===== config.mk =====
export PLATFORM = sky130hd
export DESIGN_NAME = spi_host_controller
export DESIGN_NICKNAME = d
export VERILOG_FILES = /design/src/spi_host_pkg.sv /design/src/spi_host_controller.sv /design/src/spi_tick_gen.sv
export VERILOG_INCLUDE_DIRS = /design/src /design/src/src
export SDC_FILE = /design/constraint.sdc
export NUM_CORES = 1
export LEC_CHECK = 0
export BUFFER_PORTS_ARGS = -buffer_cell sky130_fd_sc_hd__clkbuf_2
export CAP_MARGIN = 10
export CORE_ASPECT_RATIO = 1.2
export CORE_MARGIN = 2
export CORE_UTILIZATION = 30
export DETAILED_ROUTE_END_ITERATION = 8
export GPL_TIMING_DRIVEN = 0
export HOLD_SLACK_MARGIN = 0.15
export PLACE_DENSITY = 0.48
export SLEW_MARGIN = 20
export SYNTH_ARGS = -nofsm -noshare
export SYNTH_HDL_FRONTEND = slang
export SYNTH_SLANG_ARGS = --single-unit

===== constraint.sdc =====
create_clock -name clk -period 3.8 [get_ports clk]
set_input_delay 0.38 -clock clk [delete_from_list [all_inputs] [get_ports clk]]
set_output_delay 0.38 -clock clk [all_outputs]
set_load 0.01 [all_outputs]

===== src/spi_host_defs.svh =====
`ifndef SPI_HOST_DEFS_SVH
`define SPI_HOST_DEFS_SVH

// Register word offsets (byte addresses on the plain port)
`define REG_CONTROL 4'h0
`define REG_DATA 4'h4
`define REG_IRQ_STATUS 4'h8
`define REG_IRQ_MASK 4'hC

// Control register fields
`define CTRL_SELECT_LO 0
`define CTRL_SELECT_HI 7
`define CTRL_ENABLE 8
`define CTRL_PHASE 9
`define CTRL_DIV_LO 10
`define CTRL_DIV_HI 12
`define CTRL_SIZE_LO 13
`define CTRL_SIZE_HI 14
`define CTRL_POLARITY 15
`define CTRL_FAST 16
`define CTRL_BUSY 31
`define CTRL_WRITABLE_HI 16

// Interrupt status bit of the transfer-done event
`define IRQ_DONE_BIT 0

// Reset values
`define CONTROL_RESET 17'h0_0000
`define WORD_RESET 32'h0000_0000

// Prescaler divisors for clock_divider_select 0..7
`define DIV_0 13'h0002
`define DIV_1 13'h0004
`define DIV_2 13'h0008
`define DIV_3 13'h0040
`define DIV_4 13'h0080
`define DIV_5 13'h0400
`define DIV_6 13'h0800
`define DIV_7 13'h1000

`endif


===== src/spi_host_pkg.sv =====
package spi_host_pkg;

    // Transfer word length encoding of word_length_select
    typedef enum logic [1:0] {
        LEN_8,
        LEN_16,
        LEN_24,
        LEN_32
    } word_length_t;

    // Shift engine states
    typedef enum logic [1:0] {
        ST_IDLE,
        ST_FIRST_HALF,
        ST_SECOND_HALF
    } shift_state_t;

endpackage : spi_host_pkg


===== src/spi_host_controller.sv =====
// Operation
// - One serial clock out, one data out, one data in; built when enabled.
// - Host only: every transfer starts here, never from outside.
// - Enable clear: no transfer starts and no interrupt is raised.
// - Clearing enable aborts a running transfer at once.
// - Size field 00/01/10/11 gives 8/16/24/32-bit words.
// - A data write while idle starts one transfer of the written value; data writes during a transfer are ignored.
// - Transmit data comes from the low bits of the written word.
// - Received bits return right-aligned in the data register.
// - Words shift most significant bit first both ways.
// - Eight select outputs, low while their control bit is set.
// - Select lines follow control bits only, independent of transfers.
// - Each finished transfer raises the transfer-done interrupt.
// - Phase picks sample and launch edges; polarity sets idle level.
// - Prescaler picks 2..4096; serial clock is main over twice that.
// - Fast bit ignores prescaler; serial clock is half main clock.
// - Busy flag reads one while a transfer runs.
`timescale 1ns/100ps
`include "spi_host_defs.svh"

module spi_host_controller
    import spi_host_pkg::*;
#(
    parameter bit IMPLEMENT = 1'b1
) (
    input wire logic clk,
    input wire logic reset_n,
    input wire logic [3:0] address,
    input wire logic [31:0] write_data,
    input wire logic write_strobe,
    input wire logic read_strobe,
    output logic [31:0] read_data,
    output logic serial_clock,
    output logic serial_data_out,
    input wire logic serial_data_in,
    output logic [7:0] select_n,
    output logic irq
);
    import spi_host_pkg::*;

    ////////////////////////////////////////////////////////////////////////////
    // Reset release and pin synchroniser

    logic rst_meta;
    logic rst_n;
    logic sdi_meta;
    logic sdi_sync;
    logic [16:0] control;
    logic [31:0] shift_word;
    logic [5:0] bits_left;
    shift_state_t state;
    logic tick;
    logic done_pulse;
    logic [0:0] irq_status;
    logic [0:0] irq_mask;
    logic sample_bit;
    logic [5:0] total_bits;

    initial begin
        if (!IMPLEMENT) begin
            $error("Controller instantiated while not implemented");
        end
    end

    // Asynchronous assert, synchronous release
    always_ff @(posedge clk or negedge reset_n) begin
        if (!reset_n) begin
            rst_meta <= 1'b0;
            rst_n <= 1'b0;
        end else begin
            rst_meta <= 1'b1;
            rst_n <= rst_meta;
        end
    end

    // Data input comes from a pin: two flops before use
    always_ff @(posedge clk or negedge rst_n) begin
        if (!rst_n) begin
            sdi_meta <= 1'b0;
            sdi_sync <= 1'b0;
        end else begin
            sdi_meta <= serial_data_in;
            sdi_sync <= sdi_meta;
        end
    end

    ////////////////////////////////////////////////////////////////////////////
    // Decode helpers

    // Number of bits in a transfer for a size code
    function automatic logic [5:0] length_bits(input logic [1:0] code);
        logic [5:0] n;
        n = 6'h08;
        case (word_length_t'(code))
            LEN_8: n = 6'h08;
            LEN_16: n = 6'h10;
            LEN_24: n = 6'h18;
            LEN_32: n = 6'h20;
            default: n = 6'h08;
        endcase
        return n;
    endfunction : length_bits

    wire logic enable = control[`CTRL_ENABLE];
    wire logic phase = control[`CTRL_PHASE];
    wire logic polarity = control[`CTRL_POLARITY];
    wire logic busy = (state != ST_IDLE);
    wire logic data_write = write_strobe && (address == `REG_DATA);

    assign total_bits = length_bits(control[`CTRL_SIZE_HI:`CTRL_SIZE_LO]);

    ////////////////////////////////////////////////////////////////////////////
    // Control register

    // Writable fields; changes act at once, software keeps them stable mid-word
    always_ff @(posedge clk or negedge rst_n) begin
        if (!rst_n) begin
            control <= `CONTROL_RESET;
        end else if (write_strobe && address == `REG_CONTROL) begin
            control <= write_data[`CTRL_WRITABLE_HI:0];
        end
    end

    // Select lines straight from control bits, registered for clean pins
    always_ff @(posedge clk or negedge rst_n) begin
        if (!rst_n) begin
            select_n <= 8'hFF;
        end else begin
            select_n <= ~control[`CTRL_SELECT_HI:`CTRL_SELECT_LO];
        end
    end

    ////////////////////////////////////////////////////////////////////////////
    // Serial clock timing

    spi_tick_gen #(
        .DIV_WIDTH(13)
    ) u_tick (
        .clk(clk),
        .rst_n(rst_n),
        .run(busy),
        .fast_clock_bit(control[`CTRL_FAST]),
        .clock_divider_select(control[`CTRL_DIV_HI:`CTRL_DIV_LO]),
        .tick(tick)
    );

    ////////////////////////////////////////////////////////////////////////////
    // Shift engine

    // Word aligned so the MSB of the configured length sits at bit 31
    always_ff @(posedge clk or negedge rst_n) begin
        if (!rst_n) begin
            state <= ST_IDLE;
            shift_word <= `WORD_RESET;
            bits_left <= '0;
            sample_bit <= 1'b0;
            done_pulse <= 1'b0;
        end else begin
            done_pulse <= 1'b0;
            if (!enable) begin
                state <= ST_IDLE;
                bits_left <= '0;
            end else begin
                case (state)
                    ST_IDLE: begin
                        if (data_write) begin
                            // Low bits hold the payload; shift it up to the MSB
                            shift_word <= write_data << (6'h20 - total_bits);
                            bits_left <= total_bits;
                            state <= ST_FIRST_HALF;
                        end
                    end
                    ST_FIRST_HALF: begin
                        if (tick) begin
                            // Leading edge: phase 0 samples here
                            if (!phase) begin
                                sample_bit <= sdi_sync;
                            end
                            state <= ST_SECOND_HALF;
                        end
                    end
                    ST_SECOND_HALF: begin
                        if (tick) begin
                            // Trailing edge: phase 0 launches, phase 1 samples
                            shift_word <= {shift_word[30:0], phase ? sdi_sync : sample_bit};
                            bits_left <= bits_left - 1'b1;
                            if (bits_left == 6'h01) begin
                                state <= ST_IDLE;
                                done_pulse <= 1'b1;
                            end else begin
                                state <= ST_FIRST_HALF;
                            end
                        end
                    end
                    default: state <= ST_IDLE;
                endcase
            end
        end
    end

    // Pins from flops; phase 1 launches on the leading edge
    always_ff @(posedge clk or negedge rst_n) begin
        if (!rst_n) begin
            serial_clock <= 1'b0;
            serial_data_out <= 1'b0;
        end else begin
            serial_clock <= polarity ^ (state == ST_SECOND_HALF);
            // Phase 1 launches only with the leading edge, never in the first half
            if (phase && state != ST_SECOND_HALF) begin
                serial_data_out <= serial_data_out;
            end else begin
                serial_data_out <= shift_word[31];
            end
        end
    end

    ////////////////////////////////////////////////////////////////////////////
    // Interrupts

    // Set wins over write-one clear; disabled unit raises nothing
    always_ff @(posedge clk or negedge rst_n) begin
        if (!rst_n) begin
            irq_status <= '0;
            irq_mask <= '0;
        end else begin
            if (write_strobe && address == `REG_IRQ_MASK) begin
                irq_mask <= write_data[`IRQ_DONE_BIT:`IRQ_DONE_BIT];
            end
            if (done_pulse && enable) begin
                irq_status <= 1'b1;
            end else if (write_strobe && address == `REG_IRQ_STATUS &&
                         write_data[`IRQ_DONE_BIT]) begin
                irq_status <= 1'b0;
            end
        end
    end

    // Level interrupt from a flop
    always_ff @(posedge clk or negedge rst_n) begin
        if (!rst_n) begin
            irq <= 1'b0;
        end else begin
            irq <= |(irq_status & irq_mask) && enable;
        end
    end

    ////////////////////////////////////////////////////////////////////////////
    // Read port

    // Received word right-aligned: low total_bits of the shift register
    function automatic logic [31:0] rx_aligned(input logic [31:0] w, input logic [5:0] n);
        logic [31:0] m;
        m = (n == 6'h20) ? 32'hFFFF_FFFF : ((32'h0000_0001 << n) - 32'h0000_0001);
        return w & m;
    endfunction : rx_aligned

    // Read data valid only in the cycle after the strobe; unmapped reads zero
    always_ff @(posedge clk or negedge rst_n) begin
        if (!rst_n) begin
            read_data <= `WORD_RESET;
        end else if (read_strobe) begin
            case (address)
                `REG_CONTROL: read_data <= {busy, 14'h0000, control};
                `REG_DATA: read_data <= rx_aligned(shift_word, total_bits);
                `REG_IRQ_STATUS: read_data <= {31'h0000_0000, irq_status};
                `REG_IRQ_MASK: read_data <= {31'h0000_0000, irq_mask};
                default: read_data <= `WORD_RESET;
            endcase
        end else begin
            read_data <= `WORD_RESET;
        end
    end

endmodule : spi_host_controller


===== src/spi_tick_gen.sv =====
`timescale 1ns/100ps
`include "spi_host_defs.svh"

// Half-period tick generator for the serial clock
module spi_tick_gen #(
    parameter int DIV_WIDTH = 13
) (
    input wire logic clk,
    input wire logic rst_n,
    input wire logic run,
    input wire logic fast_clock_bit,
    input wire logic [2:0] clock_divider_select,
    output logic tick
);
    logic [DIV_WIDTH-1:0] count;

    initial begin
        if (DIV_WIDTH < 13) begin
            $error("DIV_WIDTH must hold the largest divisor");
        end
    end

    // Map the 3-bit select onto its divisor
    function automatic logic [DIV_WIDTH-1:0] divisor(input logic [2:0] sel);
        logic [12:0] d;
        d = `DIV_0;
        case (sel)
            3'h0: d = `DIV_0;
            3'h1: d = `DIV_1;
            3'h2: d = `DIV_2;
            3'h3: d = `DIV_3;
            3'h4: d = `DIV_4;
            3'h5: d = `DIV_5;
            3'h6: d = `DIV_6;
            default: d = `DIV_7;
        endcase
        return DIV_WIDTH'(d);
    endfunction : divisor

    // One tick each divisor cycles, so a full clock takes two divisors
    always_ff @(posedge clk or negedge rst_n) begin
        if (!rst_n) begin
            count <= '0;
            tick <= 1'b0;
        end else if (!run) begin
            count <= '0;
            tick <= 1'b0;
        end else if (fast_clock_bit) begin
            count <= '0;
            tick <= 1'b1;
        end else if (count >= divisor(clock_divider_select) - 1'b1) begin
            count <= '0;
            tick <= 1'b1;
        end else begin
            count <= count + 1'b1;
            tick <= 1'b0;
        end
    end

endmodule : spi_tick_gen


==> flow_summary.ini, run 1 <==
[sta]
fmax_ghz = 0.311
fin_crit_ns = 3.22
finalSetupTns_ns = 0
skew_ns = 0.00875
grt_setup_unrepaired = no
slew_headroom_pct = 34.5
finalHoldViolations = 0
worst_slew_pin_slew_ns = 0.969
fin_ws_ns = 0.580
setup_viol = 0
finalCritPeriodShare_pct = 84.7
slew_violations = 0

[routing]
drtIter0Drc = 397
drt-total-wl_microns = 18400
vias_per_cell = 5.14
wl_per_cell_microns = 18.7
drc = 0
drtAntennaViolNets = 0
route.vias.total = 5060
firstDrtPassIters = 5

[placed_design]
place_ws_ns = 0.550
place_congestion = 0.880
place_inst = 950
io_buffers = 83
dp.final_hpwl_microns = 13800

[yosys]
ys_seq_elements = 122
synth_cells = 594
syn_avg_cell_area_sq_um = 10.6
yosysWarnings = 0
yosys.cell_types.count = 54
async_reset_ff_share_pct = 100
ys_seq_area_share_pct = 48.6
yosys_most_used_dff = dfrtp_1
synth-edff-count = 0
synth_area_sq_mm = 0.00630

[final_layout]
area_growth_pct = 22.2
seq_area_sq_mm = 0.00307
layout_common_cells = 113 x dfrtp_1, 83 x clkbuf_2, 46 x nand2_1
multiInputGateArea_sq_mm = 0.00296
nets = 765
drive_gt1_share_pct = 27.2
fill_cells = 2172
final_cells = 984
final_common_cell = dfrtp_1
diodes = 0

[critical_path]
worstPathMaxFanout = 10
cp_data_required_time_ns = 4.08
rr_worst_depth = 12
r2r-start = control[11]$_DFFE_PN0P_
rr_endpoint = u_tick.count[10]$_DFF_PN0_
cp_data_arrival_time_ns = 3.50
ff2ff_setup_slack_ns = 0.58
criticalPathCategory = flip-flop to flip-flop
start_kind = flip-flop
end_kind = flip-flop

[global_routing]
antenna_found_initial = 0
grt_first_pass_wirelength_microns = 29200
grt.total_usage_pct = 17.4
grt_max_degree = 58
grt_pass1_vias = 5154
overflow = 0

[floorplan]
die_w_microns = 136
core_area_sq_mm = 0.0208
ioPinCount = 84
dieArea_sq_mm = 0.0222
rows = 58
die_h_microns = 163
start_util_pct = 30.4

[clocking]
clkTransAtPathRegs_ns = 0.06
clockBufferDepth = 2
cts_root_buf = clkbuf_16
htreeDepth = 4
cts_sinks = 122
post_cts_buffers = 0
clkLatencyLatePin_ns = 0.43
ctsResizeCount = 0
cts_made_buffers = 17
cts_tree = built

[power_and_ir_drop]
power_density_mw_per_mm2 = 541
leakage_nw = 3.42
ir_drop_v = 0.000299

[run_status]
status = finished, final reports clean

[worst_hold_path]
holdCritPathClass = flip-flop to asynchronous set/reset pin

[job]
cap_violations = 0
[cells by family (layout without fill, tap and decap cells)]
logic type      Yosys count  count (layout)  synth area share, %
mux                      49              49                 11.1
compound gates          125             125                 12.4
other cells               1               2               0.0595
simple gates            198             198                 17.1
fa+ha+maj                23              23                 4.57
buf+inv                  64             183                 4.49
flops                   122             122                 48.6
xor+xnor                 12              12                 1.67
[critical path: stages, from the launching register on]
cell and delay [ns]:
dfrtp_1 0.37, clkbuf_1 0.20, nor2_1 0.16, nand2_1 0.09
ha_1 0.28, nor4b_1 0.31, a21oi_1 0.08, ha_1 0.30
nand4_1 0.12, or3_1 0.39, a31oi_1 0.35, buf_2 0.30
nor4_1 0.10
[synth_stat cells (4+ instances only)]
| cell | n | area (sq um) |
|---|---|---|
| inv_1 | 23 | 86.3 |
| mux2_2 | 24 | 270 |
| dfstp_2 | 8 | 210 |
| a31oi_1 | 33 | 206 |
| nor3_1 | 5 | 25.0 |
| xnor2_1 | 10 | 87.6 |
| nand2_1 | 46 | 173 |
| buf_2 | 10 | 50.1 |
| nor4b_1 | 12 | 105 |
| o21ai_0 | 24 | 120 |
| nand3_1 | 18 | 90.1 |
| nor2_1 | 43 | 161 |
| clkbuf_1 | 24 | 90.1 |
| a21oi_1 | 29 | 145 |
| nor4_1 | 15 | 93.8 |
| mux2_4 | 13 | 195 |
| buf_6 | 4 | 45.0 |
| nand3b_1 | 9 | 67.6 |
| ha_1 | 23 | 288 |
| and3_1 | 5 | 31.3 |
| o21a_1 | 11 | 82.6 |
| and2_1 | 15 | 93.8 |
| a22oi_1 | 14 | 105 |
| nor3b_1 | 9 | 67.6 |
| dfrtp_1 | 114 | 2850 |
| mux4_2 | 8 | 180 |
[worst max path at each step]
| stage | start | endpoint | cells after the start |
|---|---|---|---|
| final | control[11]$_DFFE_PN0P_ | u_tick.count[10]$_DFF_PN0_ | 12 |
| after global routing | control[11]$_DFFE_PN0P_ | u_tick.count[10]$_DFF_PN0_ | 12 |
| after CTS | control[11]$_DFFE_PN0P_ | u_tick.count[10]$_DFF_PN0_ | 12 |
| after detailed placement | control[11]$_DFFE_PN0P_ | u_tick.count[7]$_DFF_PN0_ | 12 |
| after global placement | rst_n$_DFF_PN0_ | read_data[1]$_DFF_PN0_ | 0 |
| after floorplan | rst_n$_DFF_PN0_ | bits_left[0]$_DFFE_PN0P_ | 0 |
[layout make-up]
type	instances	share of cell area, %
timing repair buffer	87	6.37
sequential	122	39.8
clock buffer	18	5.70
inverter	23	1.12
tap	270	4.39
clock inverter	14	1.61
buffer	41	2.55
multi-input combinational	409	38.4
[registers in the layout (all words and copies together), names as in the netlist, 2 cells and up]
name,flops
state,2
bits_left,6
shift_word,32
control,17
read_data,32
u_tick.count,13
select_n,8
[per-stage QoR]
stage,util [%],hold WS [ns],total power [W],cell area [sq um]
after floorplan,-,0.0844,0.00231,6300
after global placement,34.0,0.166,0.00261,7060
after detailed placement,34.3,0.169,0.00264,7120
after CTS,37.1,0.216,0.00420,7700
after global routing,37.1,0.225,0.00439,7700
final,37.1,0.210,0.00416,7700
[layer usage]
metal / GRT usage, % / wire length, microns
met5: 0 / 0
met4: 7.29 / 563
met3: 3.95 / 1070
met2: 27.6 / 8740
met1: 22.9 / 7990
[what timing repair did]
item / CTS / global route
hold endpoints to repair: 3 / 0
hold buffers: 2 / 0
setup endpoints to repair: 0 / 0
[power by group]
group / switching, W / internal, W / total (W)
registers: 0.000143 / 0.00148 / 0.00162
clock network: 0.000628 / 0.000916 / 0.00154
logic: 0.000562 / 0.000434 / 0.000996
No activity file was read; power rests on OpenSTA's default activity.
==> run 2: changes to the inputs <==
Settings changed: PLACE_DENSITY 0.48 to 0.46.
Clock period 3.8 ns to 3.2 ns, I/O delays scaled along.
==> run 2 against run 1 <==
Against the previous run:
- sequential share of layout area decreased by 0.28 points
- critical endpoint is now u_tick.count[7]$_DFF_PN0_
- largest power group unchanged
- total power increased by 22%
- largest cell class unchanged
- critical path depth unchanged
==> flow_summary.ini, run 2 (synthesis results as in run 1) <==
[run_status]
status = finished, final reports clean

[floorplan]
die_w_microns = 136
die_h_microns = 163
dieArea_sq_mm = 0.0222
core_area_sq_mm = 0.0208
start_util_pct = 30.4
rows = 58
ioPinCount = 84

[critical_path]
cp_data_required_time_ns = 3.48
rr_endpoint = u_tick.count[7]$_DFF_PN0_
r2r-start = control[12]$_DFFE_PN0P_
cp.depth = 12
cp_data_arrival_time_ns = 3.23
crit_end = u_tick.count[7]$_DFF_PN0_
criticalPathCategory = flip-flop to flip-flop
critPathSlowestCell = or3_1
start_kind = flip-flop
end_kind = flip-flop
rr_worst_depth = 12
crit_start = control[12]$_DFFE_PN0P_
critPathBufInv = 2
crit_family = simple AND/OR/NAND/NOR gates
max_stage_delay_ns = 0.44
path_cells = clkbuf_1, nor2_1, nand2_1, ha_2, nor4b_2, a21oi_1, ha_1, nand4_1, or3_1, a31oi_4, buf_4, nor4_1
worstPathMaxFanout = 10
ff2ff_setup_slack_ns = 0.25

[final_layout]
utilization_pct = 37.4
nets = 764
fill_cells = 2171
reg.largest.list = read_data: 32 flops, shift_word: 32 flops, control: 17 flops
seq_area_sq_mm = 0.00307
multiInputGateArea_sq_mm = 0.00299
final_common_cell = dfrtp_1
drive_gt1_share_pct = 27.4
area_growth_pct = 23.1
layout_common_cells = 113 x dfrtp_1, 84 x clkbuf_2, 46 x nand2_1
diodes = 0

[power_and_ir_drop]
p_int_w = 0.00353
swShare_pct = 30.3
ir_drop_v = 0.000348
p_seq_share_pct = 38.2
leakage_nw = 3.45
power_w = 0.00506
power_density_mw_per_mm2 = 653
p_comb_share_pct = 23.4
clkPwrFrac_pct = 38.4
p_switching_w = 0.00153

[routing]
drtIter0Drc = 354
route.vias.total = 5000
drc = 0
wl_per_cell_microns = 18.9
drt-total-wl_microns = 18500
vias_per_cell = 5.09
drtAntennaViolNets = 0
firstDrtPassIters = 4

[sta]
finalHoldViolations = 0
worst_slew_pin_slew_ns = 1.10
fmax_ghz = 0.339
setup_viol = 0
skew_ns = 0.00592
finalCritPeriodShare_pct = 92.3
slew_headroom_pct = 26.0
fin_crit_ns = 2.95
slew_violations = 0

[global_routing]
grt.total_usage_pct = 17.5
grt_pass1_vias = 5066
met2_usage_pct = 27.6
grt.met3_usage_pct = 4.20
grt_use_met1_pct = 23.7
overflow = 0
grt.busiest_layer = met2
antenna_found_initial = 0
grt_first_pass_wirelength_microns = 29200
grt_max_degree = 58

[clocking]
cts_tree = built
cts_sinks = 122
cts_made_buffers = 17
htreeDepth = 4
clockBufferDepth = 2
post_cts_buffers = 0
cts_root_buf = clkbuf_16
clkTransAtPathRegs_ns = 0.06
clkLatencyLatePin_ns = 0.42

[job]
cap_violations = 0

[worst_hold_path]
holdCritPathClass = flip-flop to asynchronous set/reset pin

[placed_design]
place_congestion = 0.899
io_buffers = 83
dp.final_hpwl_microns = 13800
[run 2: cell types whose count changed in the layout (fill, tap and decap cells not counted), moves of 2 or more]
cell        change
clkinv_4        -3
clkinvlp_4      -3
bufinv_16       +2
inv_6           -2
[run 2: routing by layer]
layer  vias up  part of all wire [%]
met4         0                   1.8
met5         -                     0
met3        18                   5.0
met2       138                    48
met1      2497                    46
li1       2347                     -
[run 2: layout make-up]
type | count | share of cell area, %
timing repair buffer | 87 | 6.33
inverter | 23 | 1.11
buffer | 40 | 2.53
multi-input combinational | 409 | 38.6
clock buffer | 22 | 5.99
sequential | 122 | 39.6
tap | 270 | 4.36
clock inverter | 9 | 1.58
[run 2: timing repair]
action	4_1_cts	5_1_grt
hold buffers	2	0
pin swaps	0	0
setup endpoints to repair	10	10
endpoints found under the hold margin	3	0
gates resized for setup	1	8
[run 2: worst min-delay path by stage]
stage	startpoint	to	cells after the start
4_1_cts	read_strobe	read_data[0]$_DFF_PN0_	2
2_1_floorplan	reset_n	rst_meta$_DFF_PN0_	0
3_3_place_gp	reset_n	rst_meta$_DFF_PN0_	1
5_1_grt	read_strobe	read_data[0]$_DFF_PN0_	2
3_5_place_dp	reset_n	rst_meta$_DFF_PN0_	1
6_report	rst_n$_DFF_PN0_	read_data[16]$_DFF_PN0_	0
[run 2: power groups by stage]
| stage | Sequential, W | Clock (W) | Combinational, W |
|---|---|---|---|
| after floorplan | 0.00193 | 0 | 0.000813 |
| after detailed placement | 0.00195 | 0 | 0.00119 |
| after CTS | 0.00193 | 0.00198 | 0.00119 |
| after global routing | 0.00196 | 0.00205 | 0.00132 |
| final | 0.00194 | 0.00194 | 0.00119 |
| after global placement | 0.00197 | 0 | 0.00113 |
[run 2: through the flow]
stage / instance area [sq um] / cells / setup WS, ns / setup TNS [ns] / hold WS [ns]
final: 7750 / 982 / 0.248 / 0 / 0.184
after global routing: 7750 / 982 / -0.0142 / -0.0487 / 0.189
after CTS: 7730 / 983 / 0.0433 / 0 / 0.181
after detailed placement: 7120 / 950 / -0.0629 / -0.479 / 0.110
after global placement: 7060 / 948 / 0.0195 / 0 / 0.106
after floorplan: 6310 / 595 / 0.399 / 0 / 0.0244
